`src/logic/rcrb_regs.svh`:
```
// Register map, field positions, reset values and pin timing of the radio configuration register bank.
// Assumes inclusion by bare name from the package, from the bank module and from the bench top.
`ifndef RCRB_REGS_SVH
`define RCRB_REGS_SVH

// Register count and widths
`define RCRB_REG_WIDTH 8
`define RCRB_ADDR_WIDTH 7
`define RCRB_NUM_REGS 23
`define RCRB_NUM_WR_REGS 22

// Offsets of the named registers
`define RCRB_RADIO_MODE_CTRL 7'h00
`define RCRB_MODULATION_FILTER_CTRL 7'h01
`define RCRB_BYPASS_OUTPUT_SELECT 7'h02
`define RCRB_VCO_BIAS_CTRL 7'h03
`define RCRB_MODULATION_SHAPE_CTRL 7'h04
`define RCRB_MODULATION_AMPLITUDE 7'h05
`define RCRB_CLOCK_SELECT_A 7'h06
`define RCRB_BITRATE_REFDIV_CTRL 7'h07
`define RCRB_SWITCHED_CAP_CLOCK_DIV 7'h08
`define RCRB_CRYSTAL_TUNE 7'h09
`define RCRB_SYNTH_A_SET0 7'h0a
`define RCRB_SYNTH_N_SET0_HIGH 7'h0b
`define RCRB_SYNTH_N_SET0_LOW 7'h0c
`define RCRB_SYNTH_M_SET0_HIGH 7'h0d
`define RCRB_SYNTH_M_SET0_LOW 7'h0e
`define RCRB_SYNTH_A_SET1 7'h0f
`define RCRB_SYNTH_N_SET1_HIGH 7'h10
`define RCRB_SYNTH_N_SET1_LOW 7'h11
`define RCRB_SYNTH_M_SET1_HIGH 7'h12
`define RCRB_SYNTH_M_SET1_LOW 7'h13
`define RCRB_FIXED_PATTERN_REG 7'h14
`define RCRB_FREQ_ERROR_CONTROL 7'h15
`define RCRB_FREQ_ERROR_RESULT 7'h16
`define RCRB_LAST_WR_ADDR 7'h15
`define RCRB_ADDR_SATURATE 7'h7f

// Fields of radio_mode_ctrl
`define RCRB_LOAD_EN_BIT 0
`define RCRB_MODE_LSB 1
`define RCRB_MODE_MSB 2

// Reset values: all zero apart from the mode field, which a parameter sets
`define RCRB_REG_RESET 8'h00
`define RCRB_READ_FILL 8'h00

// Used bits of registers 21 down to 0; unused bits never reach cfgRegs, though serial reads return them
`define RCRB_USED_MASK 176'h0fffff0fff0f3fff0fff0f3fffffff7f3fffffffffff

// Bit counter limit within one octet and synchroniser depth
`define RCRB_LAST_BIT 3'h7
`define RCRB_SYNC_STAGES 2

`endif

```
`src/logic/rcrb_pkg.sv`:
```
// Types shared by the radio configuration register bank.
// Assumes rcrb_regs.svh is on the include path.
`default_nettype none
`include "rcrb_regs.svh"

package rcrb_pkg;

  // Phase of a serial control sequence
  typedef enum logic [1:0] {
    PH_IDLE  = 2'b00,
    PH_ADDR  = 2'b01,
    PH_WRITE = 2'b10,
    PH_READ  = 2'b11
  } rcrb_phase_t;

  typedef logic [`RCRB_NUM_WR_REGS-1:0][`RCRB_REG_WIDTH-1:0] rcrb_regs_t;
  typedef logic [`RCRB_REG_WIDTH-1:0] rcrb_byte_t;
  typedef logic [`RCRB_ADDR_WIDTH-1:0] rcrb_addr_t;

  // Whole state of the bank
  typedef struct packed {
    rcrb_phase_t phase;
    logic sclkPrev;
    logic csPrev;
    logic [2:0] bitCnt;
    rcrb_addr_t addr;
    rcrb_byte_t rxShift;
    rcrb_byte_t txShift;
    logic ioOe;
    logic wrote;
    logic loadPulse;
    rcrb_regs_t shadow;
    rcrb_regs_t active;
  } rcrb_state_t;

endpackage

`default_nettype wire

```
`src/logic/rcrb_sync.sv`:
```
// Two-stage synchroniser for pins that toggle outside the system clock.
// Assumes nothing reads the first stage; only the second stage leaves.
`timescale 1ns/1ps
`default_nettype none

module rcrb_sync #(
  parameter int WIDTH = 1
) (
  input wire logic sys_clk,
  input wire logic rst_n,
  input wire logic [WIDTH-1:0] asyncIn,
  output logic [WIDTH-1:0] syncOut
);

  logic [WIDTH-1:0] stage1_q;
  logic [WIDTH-1:0] stage2_q;

  // Metastability filter; reset clears both stages to idle low
  always_ff @(posedge sys_clk)
  begin
    if (!rst_n)
    begin
      stage1_q <= '0;
      stage2_q <= '0;
    end
    else
    begin
      stage1_q <= asyncIn;
      stage2_q <= stage1_q;
    end
  end

  assign syncOut = stage2_q;

endmodule

`default_nettype wire

```
`src/logic/rcrb_bank.sv`:
```
// Configuration register bank behind a three-wire serial control port (clock, data, select).
// Assumes the host makes the serial clock well below sys_clk / 4 and that freqErrResult is on sys_clk.
//
// Behaviour
// [RL1] Twenty-three eight-bit registers at consecutive addresses from zero.
// [RL2] All registers readable; 0 to 21 writable, register 22 read-only.
// [RL3] Every access moves a whole octet in either direction.
// [RL4] Unused register bits never reach the configuration outputs.
// [RL5] Host writes the fixed mandatory values into reserved bit positions.
// [RL6] Registers reached only through serial clock, data and select pins.
// [RL7] Host makes the serial clock at any rate; device never drives it. The bank needs it well below sys_clk / 4.
// [RL8] Serial clock edges ignored while select is inactive.
// [RL9] Shared clock and data lines; respond only under own select.
// [RL10] Battery reset puts the device into power-down mode by itself.
// [RL11] Host programs all writable registers once after battery reset.
// [RL12] Written octets only take effect at a load pulse.
// [RL13] Host starts write bursts at addresses 0 to 21.
// [RL14] Device never drives the data line during a write sequence.
// [RL15] Sequence opens with seven address bits MSB first, then direction bit.
// [RL16] Data octets MSB first to incrementing addresses, one to twenty-two.
// [RL17] Select active high; data sampled on falling serial clock edges.
// [RL18] Select falling after a write produces the internal load pulse.
// [RL19] No load pulse while load-enable bit 0 of register zero is clear.
// [RL20] Read sequences (direction bit one) leave all registers unchanged.
// [RL21] Write octets aimed beyond address 21 are discarded.
// [RL22] Select rising clears the bit and octet position to the address field.
`timescale 1ns/1ps
`default_nettype none
`include "rcrb_regs.svh"

module rcrb_bank #(
  parameter logic [1:0] PD_MODE = 2'b00
) (
  input wire logic sys_clk,
  input wire logic rst_n,
  input wire logic ctrlSclk,
  input wire logic ctrlCs,
  input wire logic ctrlIoIn,
  output logic ctrlIoOut,
  output logic ctrlIoOe,
  input wire rcrb_pkg::rcrb_byte_t freqErrResult,
  output logic [`RCRB_NUM_WR_REGS*`RCRB_REG_WIDTH-1:0] cfgRegs,
  output logic loadPulse
);
  import rcrb_pkg::*;

  rcrb_state_t stQ;
  rcrb_state_t st_d;
  logic [2:0] pinsSync;
  logic sclkS;
  logic csS;
  logic ioS;
  logic sclkFall;
  logic csRise;
  logic csFall;

  // Next address, held at the top so a long burst cannot wrap onto register 0
  function automatic rcrb_addr_t next_addr(input rcrb_addr_t a);
    if (a == `RCRB_ADDR_SATURATE)
      return a;
    else
      return 7'(a + 7'h01);
  endfunction

  // Value returned for a read address; nonexistent addresses read as fill
  function automatic rcrb_byte_t read_byte(input rcrb_regs_t regs, input rcrb_byte_t result, input rcrb_addr_t a);
    if (a <= `RCRB_LAST_WR_ADDR)
      return regs[a[4:0]];
    else if (a == `RCRB_FREQ_ERROR_RESULT)
      return result;
    else
      return `RCRB_READ_FILL;
  endfunction

  // All three pins come from the host's domain, so they share one synchroniser
  rcrb_sync #(
    .WIDTH(3)
  ) u_pin_sync (
    .sys_clk(sys_clk),
    .rst_n(rst_n),
    .asyncIn({ctrlSclk, ctrlCs, ctrlIoIn}), // RL6
    .syncOut(pinsSync)
  );

  assign sclkS = pinsSync[2];
  assign csS = pinsSync[1];
  assign ioS = pinsSync[0];

  // Edges seen on synchronised copies; data and clock share the same delay
  assign sclkFall = stQ.sclkPrev & ~sclkS; // RL17
  assign csRise = csS & ~stQ.csPrev; // RL17
  assign csFall = ~csS & stQ.csPrev;

  // Sequence engine: select edges take priority over serial clock edges
  always_comb
  begin
    st_d = stQ;
    st_d.sclkPrev = sclkS;
    st_d.csPrev = csS;
    st_d.loadPulse = 1'b0;
    if (csRise)
    begin
      st_d.phase = PH_ADDR; // RL22
      st_d.bitCnt = 3'h0; // RL22
      st_d.ioOe = 1'b0;
      st_d.wrote = 1'b0;
    end
    else if (csFall)
    begin
      st_d.phase = PH_IDLE;
      st_d.ioOe = 1'b0;
      // Load only after a write and only with load enable set
      if (stQ.wrote && stQ.shadow[0][`RCRB_LOAD_EN_BIT])
      begin
        st_d.loadPulse = 1'b1; // RL18 RL19
        st_d.active = stQ.shadow; // RL12
      end
    end
    else if (csS && sclkFall)
    begin
      // Falling edges outside select never get here, so a shared bus is harmless
      st_d.rxShift = {stQ.rxShift[6:0], ioS}; // RL9 RL15
      st_d.bitCnt = 3'(stQ.bitCnt + 3'h1); // RL3
      case (stQ.phase)
        PH_ADDR:
        begin
          if (stQ.bitCnt == `RCRB_LAST_BIT)
          begin
            st_d.addr = stQ.rxShift[6:0]; // RL15
            if (ioS)
            begin
              // Direction bit one: turn the data line round and present the first octet
              st_d.phase = PH_READ;
              st_d.ioOe = 1'b1;
              st_d.txShift = read_byte(stQ.shadow, freqErrResult, stQ.rxShift[6:0]); // RL2
            end
            else
            begin
              st_d.phase = PH_WRITE; // RL14
            end
          end
        end
        PH_WRITE:
        begin
          if (stQ.bitCnt == `RCRB_LAST_BIT)
          begin
            // Octets past register 21 are dropped, protecting the read-only result
            if (stQ.addr <= `RCRB_LAST_WR_ADDR)
            begin
              st_d.shadow[stQ.addr[4:0]] = {stQ.rxShift[6:0], ioS}; // RL16 RL21
              st_d.wrote = 1'b1;
            end
            st_d.addr = next_addr(stQ.addr); // RL16
          end
        end
        PH_READ:
        begin
          if (stQ.bitCnt == `RCRB_LAST_BIT)
          begin
            st_d.addr = next_addr(stQ.addr);
            st_d.txShift = read_byte(stQ.shadow, freqErrResult, next_addr(stQ.addr)); // RL20
          end
          else
          begin
            st_d.txShift = {stQ.txShift[6:0], 1'b0}; // RL3
          end
        end
        default:
        begin
          st_d.phase = PH_IDLE;
        end
      endcase
    end
  end

  // State register; reset leaves both register copies in power-down mode
  always_ff @(posedge sys_clk)
  begin
    if (!rst_n)
    begin
      stQ <= '0;
      stQ.shadow[0][`RCRB_MODE_MSB:`RCRB_MODE_LSB] <= PD_MODE; // RL10
      stQ.active[0][`RCRB_MODE_MSB:`RCRB_MODE_LSB] <= PD_MODE; // RL10
    end
    else
    begin
      stQ <= st_d;
    end
  end

  // Outputs straight from flip-flops; the mask hides don't-care bits
  assign ctrlIoOut = stQ.txShift[7];
  assign ctrlIoOe = stQ.ioOe; // RL14
  assign loadPulse = stQ.loadPulse;
  assign cfgRegs = stQ.active & `RCRB_USED_MASK; // RL4 RL1

  // Checks kept next to the engine they guard
  a_write_no_drive: assert property (@(posedge sys_clk) disable iff (!rst_n)
    (stQ.phase != PH_READ) |-> !ctrlIoOe) // RL14
    else $error("data line driven outside a read");

  a_idle_sclk_ignored: assert property (@(posedge sys_clk) disable iff (!rst_n)
    (!csS && !stQ.csPrev) |=> ($stable(stQ.bitCnt) && $stable(stQ.shadow) && $stable(stQ.addr))) // RL8
    else $error("serial clock acted without select");

  a_cs_start_addr: assert property (@(posedge sys_clk) disable iff (!rst_n)
    csRise |=> (stQ.bitCnt == 3'h0 && stQ.phase == PH_ADDR && !stQ.wrote)) // RL22
    else $error("select did not restart the sequence");

  a_load_on_release: assert property (@(posedge sys_clk) disable iff (!rst_n)
    (csFall && stQ.wrote && stQ.shadow[0][`RCRB_LOAD_EN_BIT]) |=> (loadPulse ##1 !loadPulse)) // RL18
    else $error("missing or long load pulse after write");

  a_load_needs_enable: assert property (@(posedge sys_clk) disable iff (!rst_n)
    loadPulse |-> ($past(csFall) && $past(stQ.shadow[0][`RCRB_LOAD_EN_BIT]) && $past(stQ.wrote))) // RL19
    else $error("load pulse without enable or write");

  a_active_on_load: assert property (@(posedge sys_clk) disable iff (!rst_n)
    $changed(stQ.active) |-> (loadPulse && stQ.active == $past(stQ.shadow))) // RL12
    else $error("configuration changed without load");

  a_read_keeps_regs: assert property (@(posedge sys_clk) disable iff (!rst_n)
    (stQ.phase == PH_READ) |=> $stable(stQ.shadow)) // RL20
    else $error("read sequence altered a register");

  a_write_in_range: assert property (@(posedge sys_clk) disable iff (!rst_n)
    $changed(stQ.shadow) |-> ($past(stQ.addr) <= `RCRB_LAST_WR_ADDR && $past(stQ.phase) == PH_WRITE
      && $past(stQ.bitCnt) == `RCRB_LAST_BIT)) // RL21
    else $error("write outside registers 0 to 21");

  a_reset_power_down: assert property (@(posedge sys_clk)
    !rst_n |=> (stQ.active[0][`RCRB_MODE_MSB:`RCRB_MODE_LSB] == PD_MODE && !loadPulse)) // RL10
    else $error("reset did not select power-down");

  a_read_first_bit: assert property (@(posedge sys_clk) disable iff (!rst_n)
    (csS && sclkFall && stQ.phase == PH_ADDR && stQ.bitCnt == `RCRB_LAST_BIT && ioS)
      |=> (ctrlIoOe && ctrlIoOut == read_byte(stQ.shadow, freqErrResult, stQ.addr) >> 7)) // RL2
    else $error("read did not present the addressed octet");

  // Load pulse shape and its preconditions
  a_load_one_cycle: assert property (@(posedge sys_clk) disable iff (!rst_n) // RL18
    loadPulse
      |=> !loadPulse)
    else $error("load pulse longer than one cycle");

  a_load_needs_write: assert property (@(posedge sys_clk) disable iff (!rst_n) // RL12
    (csFall && !stQ.wrote)
      |=> !loadPulse)
    else $error("load pulse without a completed write octet");

  a_no_load_read: assert property (@(posedge sys_clk) disable iff (!rst_n) // RL20
    (csFall && stQ.phase == PH_READ)
      |=> !loadPulse)
    else $error("read sequence produced a load pulse");

  // Turnaround of the shared data line and address capture; a late release would fight the host
  a_oe_off_release: assert property (@(posedge sys_clk) disable iff (!rst_n) // RL14
    csFall
      |=> !ctrlIoOe)
    else $error("data line still driven after select fell");

  a_oe_under_select: assert property (@(posedge sys_clk) disable iff (!rst_n) // RL9
    ctrlIoOe
      |-> (csS || stQ.csPrev))
    else $error("data line driven without own select");

  a_read_holds_oe: assert property (@(posedge sys_clk) disable iff (!rst_n) // RL14
    (stQ.phase == PH_READ)
      |-> ctrlIoOe)
    else $error("read phase without data line drive");

  a_write_entry: assert property (@(posedge sys_clk) disable iff (!rst_n) // RL15
    (csS && sclkFall && stQ.phase == PH_ADDR && stQ.bitCnt == `RCRB_LAST_BIT && !ioS)
      |=> (stQ.phase == PH_WRITE && !ctrlIoOe))
    else $error("direction bit zero did not open a write");

  a_addr_capture: assert property (@(posedge sys_clk) disable iff (!rst_n) // RL15
    (csS && sclkFall && stQ.phase == PH_ADDR && stQ.bitCnt == `RCRB_LAST_BIT)
      |=> (stQ.addr == $past(stQ.rxShift[6:0])))
    else $error("address field not captured MSB first");

  // Bit position and read shifting
  a_bitcnt_advance: assert property (@(posedge sys_clk) disable iff (!rst_n) // RL3
    (csS && sclkFall && stQ.phase != PH_IDLE)
      |=> (stQ.bitCnt == $past(stQ.bitCnt) + 3'h1))
    else $error("bit position did not advance on a falling edge");

  a_tx_shift: assert property (@(posedge sys_clk) disable iff (!rst_n) // RL3
    (csS && sclkFall && stQ.phase == PH_READ && stQ.bitCnt != `RCRB_LAST_BIT)
      |=> (ctrlIoOut == $past(stQ.txShift[6])))
    else $error("read octet not shifted MSB first");

  // Nothing is written while no sequence is open
  a_idle_no_write: assert property (@(posedge sys_clk) disable iff (!rst_n) // RL8
    (stQ.phase == PH_IDLE)
      |=> $stable(stQ.shadow))
    else $error("register written outside a sequence");

endmodule

`default_nettype wire

```
`config.mk`:
```
export PLATFORM = sky130hd
export DESIGN_NAME = rcrb_bank
export DESIGN_NICKNAME = d
export VERILOG_FILES = /design/src/logic/rcrb_pkg.sv /design/src/logic/rcrb_sync.sv /design/src/logic/rcrb_bank.sv
export VERILOG_INCLUDE_DIRS = /design/src /design/src/logic
export SDC_FILE = /design/constraint.sdc
export NUM_CORES = 1
export LEC_CHECK = 0
export ABC_CLOCK_PERIOD_IN_PS = 4850
export BUFFER_PORTS_ARGS = -buffer_cell sky130_fd_sc_hd__buf_2
export CORE_UTILIZATION = 40
export CTS_CLUSTER_SIZE = 16
export DETAILED_ROUTE_END_ITERATION = 8
export HOLD_SLACK_MARGIN = 0.1
export PLACE_DENSITY = 0.54
export SYNTH_ARGS = -nofsm -noshare
export SYNTH_HDL_FRONTEND = slang
export SYNTH_HIERARCHICAL = 1
export SYNTH_SLANG_ARGS = --single-unit
```
`constraint.sdc`:
```
create_clock -name sys_clk -period 4.85 [get_ports sys_clk]
set_clock_uncertainty 0.05 [all_clocks]
set_input_delay 0.485 -clock sys_clk [delete_from_list [all_inputs] [get_ports sys_clk]]
set_output_delay 0.485 -clock sys_clk [all_outputs]
set_load 0.02 [all_outputs]
```
==> run summary, run 1 <==
Outcome -> finished, violations left
Failing checks -> design-rule violations
# rows -> 79
Area growth from synthesis to layout -> 6.26%
Number of port buffers -> 164
VDD IR-drop max -> 0.283 mV
Slack of the critical path -> 1.02 ns
Die height -> 220 um
Vias -> 16,256
Die area -> 48,600 um2
Endpoint type of the worst setup path -> register
Gates resized, CTS repair -> 0
Antenna Cells -> 0
Cell variety after synth -> 93
Setup TNS -> 0 ns
Root Driver -> clkbuf_16
Tcrit/Tclk final -> 79.0%
DRC Markers -> 11
Slowest stage delay, CP -> 0.79 ns
Number of slew-limit violations in the final report -> 0
Static leakage -> 0.00706 uW
Skew-Pair Late Insertion Delay -> 0.58 ns
Worst hold path type -> in2reg
Antenna Nets Post-Route -> 0
Number of H-tree levels -> 2
HPWL Detailed -> 46.2 mm
Worst slew pin tran -> 1.02 ns
Antenna violations before repair -> 0
Post-CTS Setup Inserts -> 0
Startpoint type of the worst setup path -> register
Initial core utilization -> 40.8%
Avg Vias per Cell -> 5.75
Vias in the first global route -> 14,966
Asr flop ratio synth -> 0%
Clock share of power -> 49.5%
Chip width -> 220 um
Dpl cells -> 2,756
Worst endpoint required time -> 5.23 ns
CTS tree -> yes
DRT iter0 DRCs -> 1,746
Register area share after synthesis -> 38.1%
Core footprint -> 46,800 um2
Tot GR Track Use -> 26.8%
Global-route wire length before repair -> 97.5 mm
Fmax -> 261 MHz
EDFF count, synth -> 0
Crit Path Class -> reg2reg
Internal -> 4770 uW
Tot Pwr -> 6130 uW
Hold Slack -> 0.292 ns
GPL Wtd Cong -> 0.999
Final Hold Viols -> 0
I/O pins -> 192
Maxcap violations -> 0
Worst-path maximum fanout -> 21
Final-layout fill cell count -> 4,618
RSZ-0062 raised after global routing -> no
Tmin final -> 3.83 ns
Cts bufs inserted -> 42
Clock Sinks -> 363
Remaining Overflow, GRT -> 0
Flop pwr share -> 48.7%
Avg Cell Area, Syn -> 8.36 um2
Synthesized flop and latch total -> 363
Worst Path Buf+Inv -> 1
Critical-path top delay cell -> nor2_2
Net Sw Frac -> 22.2%
First-pass detailed-route iteration total -> 8
P_sw -> 1360 uW
Post-Syn Area -> 19,100 um2
Share of layout cells above drive strength 1 -> 16.8%
Worst-path clk slew -> 0.07 ns
Setup WS pre-CTS -> 1.17 ns
Power share of the combinational group -> 1.8%
Ys Warns -> 6
Arr. time, crit path -> 4.22 ns
Cells after synthesis -> 2,281
Crit path cell chain -> ha_1, and2_1, a21oi_2, nor2_2, buf_4, mux2i_1, a311oi_1, a22oi_1, a31oi_1
Final wirelength -> 65.6 mm
Largest net degree at the start of global routing -> 90
Nets -> 2,218
CTS Buffer Depth -> 3
Post-synth top flop -> dfxtp_1
Slew margin rel. -> 32.2%
Avg WL per Cell -> 23.2 um
Final setup vio count -> 0
Delay-heaviest family, CP -> simple AND/OR/NAND/NOR gates
Hold_buf cts -> 3
Non-filler cells, final -> 2,829
Power per Cell Area -> 303 nW/um2
per-stage QoR:
step,util [%],area (um2)
after global placement,40.5,19000
after floorplan,-,19200
after CTS,43.3,20300
final,43.3,20300
after global routing,43.3,20300
after detailed placement,40.5,19000
synth_stat cells (all sizes together), types with 19 or more instances:
| cell | count | area [um2] |
|---|---|---|
| nor2 | 65 | 249 |
| and2 | 21 | 131 |
| buf | 254 | 1830 |
| mux4 | 48 | 1080 |
| clkbuf | 109 | 409 |
| a21boi | 223 | 1670 |
| o21ai | 22 | 129 |
| and3 | 21 | 141 |
| a21oi | 129 | 649 |
| dfxtp | 363 | 7270 |
| mux2i | 53 | 531 |
| o22ai | 27 | 175 |
| a211oi | 19 | 153 |
| nand2 | 559 | 2110 |
| nand3 | 174 | 913 |
flip-flops by register name (all words and copies together) (netlist names):
name,count
u_pin_sync/syncOut,3
u_pin_sync/stage1_q,3
ctrlIoOut,1
ctrlIoOe,1
cfgRegs,149
loadPulse,1
stQ,205
worst reg2reg max path, delay by kind of cell (launching register included):
kind,cells,cell delay (ns)
compound gates,4,0.59
fa+ha+maj,1,0.58
buf+inv,1,0.30
flops,1,0.67
mux,1,0.23
simple gates,2,1.26
worst paths after layout:
path / from / endpoint / slack (ns) / cells past startpoint
setup / recovery: stQ[371]$_SDFFE_PN0P_ / stQ[356]$_SDFFE_PN0P_ / 1.02 / 9
hold / removal: freqErrResult[1] / stQ[356]$_SDFFE_PN0P_ / 0.29 / 3
setup reg to reg: stQ[371]$_SDFFE_PN0P_ / stQ[356]$_SDFFE_PN0P_ / 1.02 / 9
hold reg to reg: u_pin_sync/stage1_q[0]$_SDFF_PN0_ / u_pin_sync/syncOut[0]$_SDFF_PN0_ / 0.38 / 1
cell usage in the layout (no fill, tap or decap), drive strengths merged, types with 19 or more instances in the layout:
cell type and count:
o22ai 27, a211oi 19, mux2i 53, buf 205
a21boi 223, nand3 174, nor2 65, nand2 559
dfxtp 363, and3 21, clkbuf 59, and2 21
mux4 48, conb 27, a21oi 129, o21ai 22
cells by family (layout without fill, tap and decap cells):
logic type | Yosys count | after routing | synth area share (%)
fa+ha+maj | 9 | 9 | 0.590
mux | 110 | 110 | 9.00
other cells | 1 | 27 | 0.0197
buf+inv | 380 | 295 | 12.1
simple gates | 886 | 886 | 20.5
flops | 363 | 363 | 38.1
xor+xnor | 4 | 4 | 0.184
compound gates | 528 | 528 | 19.5
power by group through the flow:
stage          clock network [uW]  logic [uW]  registers (uW)
2_1_floorplan                   0        97.5            3050
3_3_place_gp                    0         106            3060
3_5_place_dp                    0         107            3060
4_1_cts                      3110         110            2990
5_1_grt                      3220         118            2990
6_report                     3030         109            2990
layout make-up:
type / count / area, um2 / share of cell area, %
tap: 607 / 759 / 3.75
multi-input combinational: 1564 / 9640 / 47.6
inverter: 17 / 65.1 / 0.321
sequential: 363 / 7280 / 35.9
clock buffer: 59 / 1190 / 5.85
clock inverter: 11 / 93.8 / 0.463
timing repair buffer: 208 / 1240 / 6.12
routing by layer:
layer  up-vias  share of wire (%)  GRT usage [%]
li1       7565                  -              -
met1      7926                 45           38.4
met2       654                 44           41.1
met3       111                7.2           3.89
met4         0                3.4           8.94
met5         -                  0              0
(Power assumes the default switching activity.)
==> run 2, diff against run 1 <==
--- a/config.mk
+++ b/config.mk
@@ -6,13 +6,14 @@
 export SDC_FILE = /design/constraint.sdc
 export NUM_CORES = 1
 export LEC_CHECK = 0
-export ABC_CLOCK_PERIOD_IN_PS = 4850
+export ABC_AREA = 1
+export ABC_CLOCK_PERIOD_IN_PS = 3240
 export BUFFER_PORTS_ARGS = -buffer_cell sky130_fd_sc_hd__buf_2
 export CORE_UTILIZATION = 40
 export CTS_CLUSTER_SIZE = 16
 export DETAILED_ROUTE_END_ITERATION = 8
 export HOLD_SLACK_MARGIN = 0.1
-export PLACE_DENSITY = 0.54
+export PLACE_DENSITY = 0.56
 export SYNTH_ARGS = -nofsm -noshare
 export SYNTH_HDL_FRONTEND = slang
 export SYNTH_HIERARCHICAL = 1
==> constraint.sdc (replaced) <==
create_clock -name sys_clk -period 3.24 [get_ports sys_clk]
set_clock_uncertainty 0.05 [all_clocks]
set_input_delay 0.324 -clock sys_clk [delete_from_list [all_inputs] [get_ports sys_clk]]
set_output_delay 0.324 -clock sys_clk [all_outputs]
set_load 0.02 [all_outputs]
==> run 2 against run 1 <==
The run still ends with design-rule violations left; clock-buffer cell count shrank 5; die area shrank 0.31%; non-clock buffer count grew 15; sequential power grew 49%; sequential share of layout area shrank 0.29 points.
==> run summary, run 2 <==
Outcome -> finished, violations left
Failing checks -> design-rule violations
CTS tree -> yes
Hold_buf cts -> 3 (unchanged)
Synthesized flop and latch total -> 363 (unchanged)
Power per Cell Area -> 455 nW/um2 (+50%)
GPL Wtd Cong -> 0.930 (-7.0%)
Most frequent cells in the layout -> dfxtp_1 (362), nand2_1 (351), inv_1 (329), o21ai_0 (300), nor2_1 (294)
Tcrit/Tclk final -> 86.3% (+7.3 points)
Worst-path maximum fanout -> 66 (+210%)
Top cell type's share of synthesized area -> 38.2% (+0.12 points)
Largest net degree at the start of global routing -> 149 (+66%)
Yosys top cell by area -> dfxtp_1
Maxcap violations -> 0 (unchanged)
Vias -> 16,620 (+2.2%)
Startpoint type of the worst setup path -> register
Initial core utilization -> 40.7% (-0.13 points)
Crit Reg-Reg Startpoint -> stQ[372]$_SDFFE_PN0P_
Vias in the first global route -> 15,235 (+1.8%)
Routed wl met2 -> 25.8 mm (-11%)
Footprint of the multi-input gates -> 8370 um2 (-13%)
Min-Delay Endpoint -> u_pin_sync/syncOut[1]$_SDFF_PN0_
Share of layout cells above drive strength 1 -> 13.8% (-3.0 points)
Setup TNS -> 0 ns (unchanged)
Gates resized, CTS repair -> 0 (unchanged)
Crit Path Class -> reg2reg
Tot GR Track Use -> 24.4% (-2.4 points)
Slew margin rel. -> 34.7% (+2.5 points)
RSZ-0062 raised after global routing -> no
Nets -> 2,611 (+18%)
Antenna violations before repair -> 0 (unchanged)
I/O pins -> 192 (unchanged)
Avg Cell Area, Syn -> 7.17 um2 (-14%)
Final-layout fill cell count -> 4,941 (+7.0%)
Final Hold Viols -> 0 (unchanged)
Die height -> 220 um (-0.16%)
Reg with most FFs -> stQ
Core footprint -> 46,800 um2 (unchanged)
Register area share after synthesis -> 38.2% (+0.12 points)
Remaining Overflow, GRT -> 0 (unchanged)
Tmin final -> 2.80 ns (-1.04 ns)
FF-to-FF path depth -> 17 (+8)
EDFF count, synth -> 0 (unchanged)
Antenna Cells -> 0 (unchanged)
Asr flop ratio synth -> 0% (unchanged)
Final wirelength -> 59.7 mm (-9.0%)
Worst R2R End -> stQ[359]$_SDFFE_PN0P_
Worst hold path type -> in2reg
Most common cell after layout, fill and taps aside -> dfxtp_1
Avg WL per Cell -> 18.5 um (-20%)
Post-Syn Area -> 19,000 um2 (-0.31%)
Area growth from synthesis to layout -> 7.34%
Finished Cell Area -> 20,400 um2 (+0.70%)
VDD IR-drop max -> 0.289 mV (+1.9%)
Hold path start -> rst_n
Post-synth top flop -> dfxtp_1
CTS Buffer Depth -> 3 (unchanged)
Die area -> 48,400 um2 (-0.31%)
Sequential Area -> 7270 um2 (-0.12%)
Global-route wire length before repair -> 90.6 mm (-7.1%)
Post-synth top cells -> dfxtp_1 (363), nand2_1 (351), inv_1 (331), o21ai_0 (300), nor2_1 (294)
Synth area leaders -> dfxtp_1 (38%), o21ai_0 (7.9%), buf_4 (7.1%)
Worst R2R Setup Slack -> 0.44 ns (-0.57 ns)
Endpoint type of the worst setup path -> register
Ys Warns -> 6 (unchanged)
Post-CTS Setup Inserts -> 0 (unchanged)
DRT iter0 DRCs -> 1,410 (-19%)
Cell variety after synth -> 42 (-55%)
Post-Place Cell Area -> 19,100 um2 (+0.57%)
Number of port buffers -> 164 (unchanged)
Avg Vias per Cell -> 5.16 (-10%)
Skew-Pair Late Insertion Delay -> 0.56 ns (-0.02 ns)
Worst slew pin tran -> 0.977 ns (-0.0398 ns)
Worst endpoint required time -> 3.64 ns (-1.59 ns)
Most common cell in the netlist -> dfxtp_1
Final setup vio count -> 0 (unchanged)
Root Driver -> clkbuf_16
# rows -> 79 (unchanged)
Number of H-tree levels -> 2 (unchanged)
WHS Path Cells -> 3 (unchanged)
Max Used Layer -> met4
Met3 Routed Length -> 3.35 mm (-29%)
HPWL Detailed -> 41.8 mm (-9.5%)
Static leakage -> 0.00809 uW (+15%)
Number of slew-limit violations in the final report -> 0 (unchanged)
Arr. time, crit path -> 3.20 ns (-1.02 ns)
Chip width -> 220 um (-0.16%)
DRC Markers -> 14 (+3)
Cts bufs inserted -> 41 (-2.4%)
Worst-path clk slew -> 0.06 ns (about the same)
Max reg flops -> 205 (unchanged)
Hold Slack -> 0.157 ns (-0.135 ns)
Antenna Nets Post-Route -> 0 (unchanged)
M1 WL -> 28.5 mm (-3.8%)
Fmax -> 358 MHz (+37%)
First-pass detailed-route iteration total -> 9 (+1)
Clock Sinks -> 363 (unchanged)
Cells after synthesis -> 2,651 (+16%)
run 2: worst max path at each step:
stage                                     start               endpoint  slack, ns  cells past startpoint
after floorplan           stQ[371]$_SDFFE_PN0P_  stQ[356]$_SDFFE_PN0P_       0.85                     16
after global placement    stQ[372]$_SDFFE_PN0P_  stQ[361]$_SDFFE_PN0P_       0.55                     17
after detailed placement  stQ[372]$_SDFFE_PN0P_  stQ[359]$_SDFFE_PN0P_       0.52                     17
after CTS                 stQ[372]$_SDFFE_PN0P_  stQ[359]$_SDFFE_PN0P_       0.51                     17
after global routing      stQ[372]$_SDFFE_PN0P_  stQ[359]$_SDFFE_PN0P_       0.20                     17
final                     stQ[372]$_SDFFE_PN0P_  stQ[359]$_SDFFE_PN0P_       0.44                     17
run 2: layer usage:
layer  GRT usage, %  vias up
li1               -     8394
met1           34.5     7651
met2           37.1      475
met3           4.11      100
met4           8.48        0
met5              0        -
run 2: where the power goes:
group	leakage, uW	internal, uW	switching, uW
Combinational	0.00452	46.9	182
Sequential	0.00292	4470	3.92
Clock	0.000643	2680	1890
run 2: final cells by class:
class | instances | area share (%)
Timing Repair Buffer | 223 | 6.92
Sequential cell | 363 | 35.6
Tap cell | 607 | 3.72
Inverter | 340 | 6.28
Clock inverter | 16 | 0.723
Clock buffer | 54 | 5.71
Multi-Input combinational cell | 1620 | 41.0
run 2: cell families (layout without fill, tap and decap cells):
logic type      Yosys count  in the layout  share of synthesized area (%)
compound gates          772            772                           23.8
other cells               1             27                         0.0197
buf+inv                 694            633                           18.3
xor+xnor                  1              1                         0.0461
fa+ha+maj                 9              9                          0.592
simple gates            811            811                           19.0
flops                   363            363                           38.2
run 2: critical path, cell delays in order, from the launching register on:
cell,delay [ns]
dfxtp_1,0.45
ha_1,0.34
nand3_2,0.16
nor2_4,0.26
nand2_4,0.13
nand2_2,0.12
buf_12,0.27
nand2_1,0.10
nand3_1,0.09
nand2_1,0.06
nand2_1,0.06
nand2_1,0.12
nand3_1,0.13
nand2_1,0.07
nand2_1,0.09
nand2_1,0.05
nand2_1,0.06
a21oi_1,0.05
run 2: per-stage QoR:
stage	setup slack (ns)	util [%]	power [uW]	cells
after detailed placement	0.518	40.8	4800	3150
after global placement	0.551	40.8	4790	3150
after global routing	0.199	43.7	9570	3223
final	0.444	43.7	9280	3223
after floorplan	0.852	-	4750	2677
after CTS	0.514	43.7	9400	3223
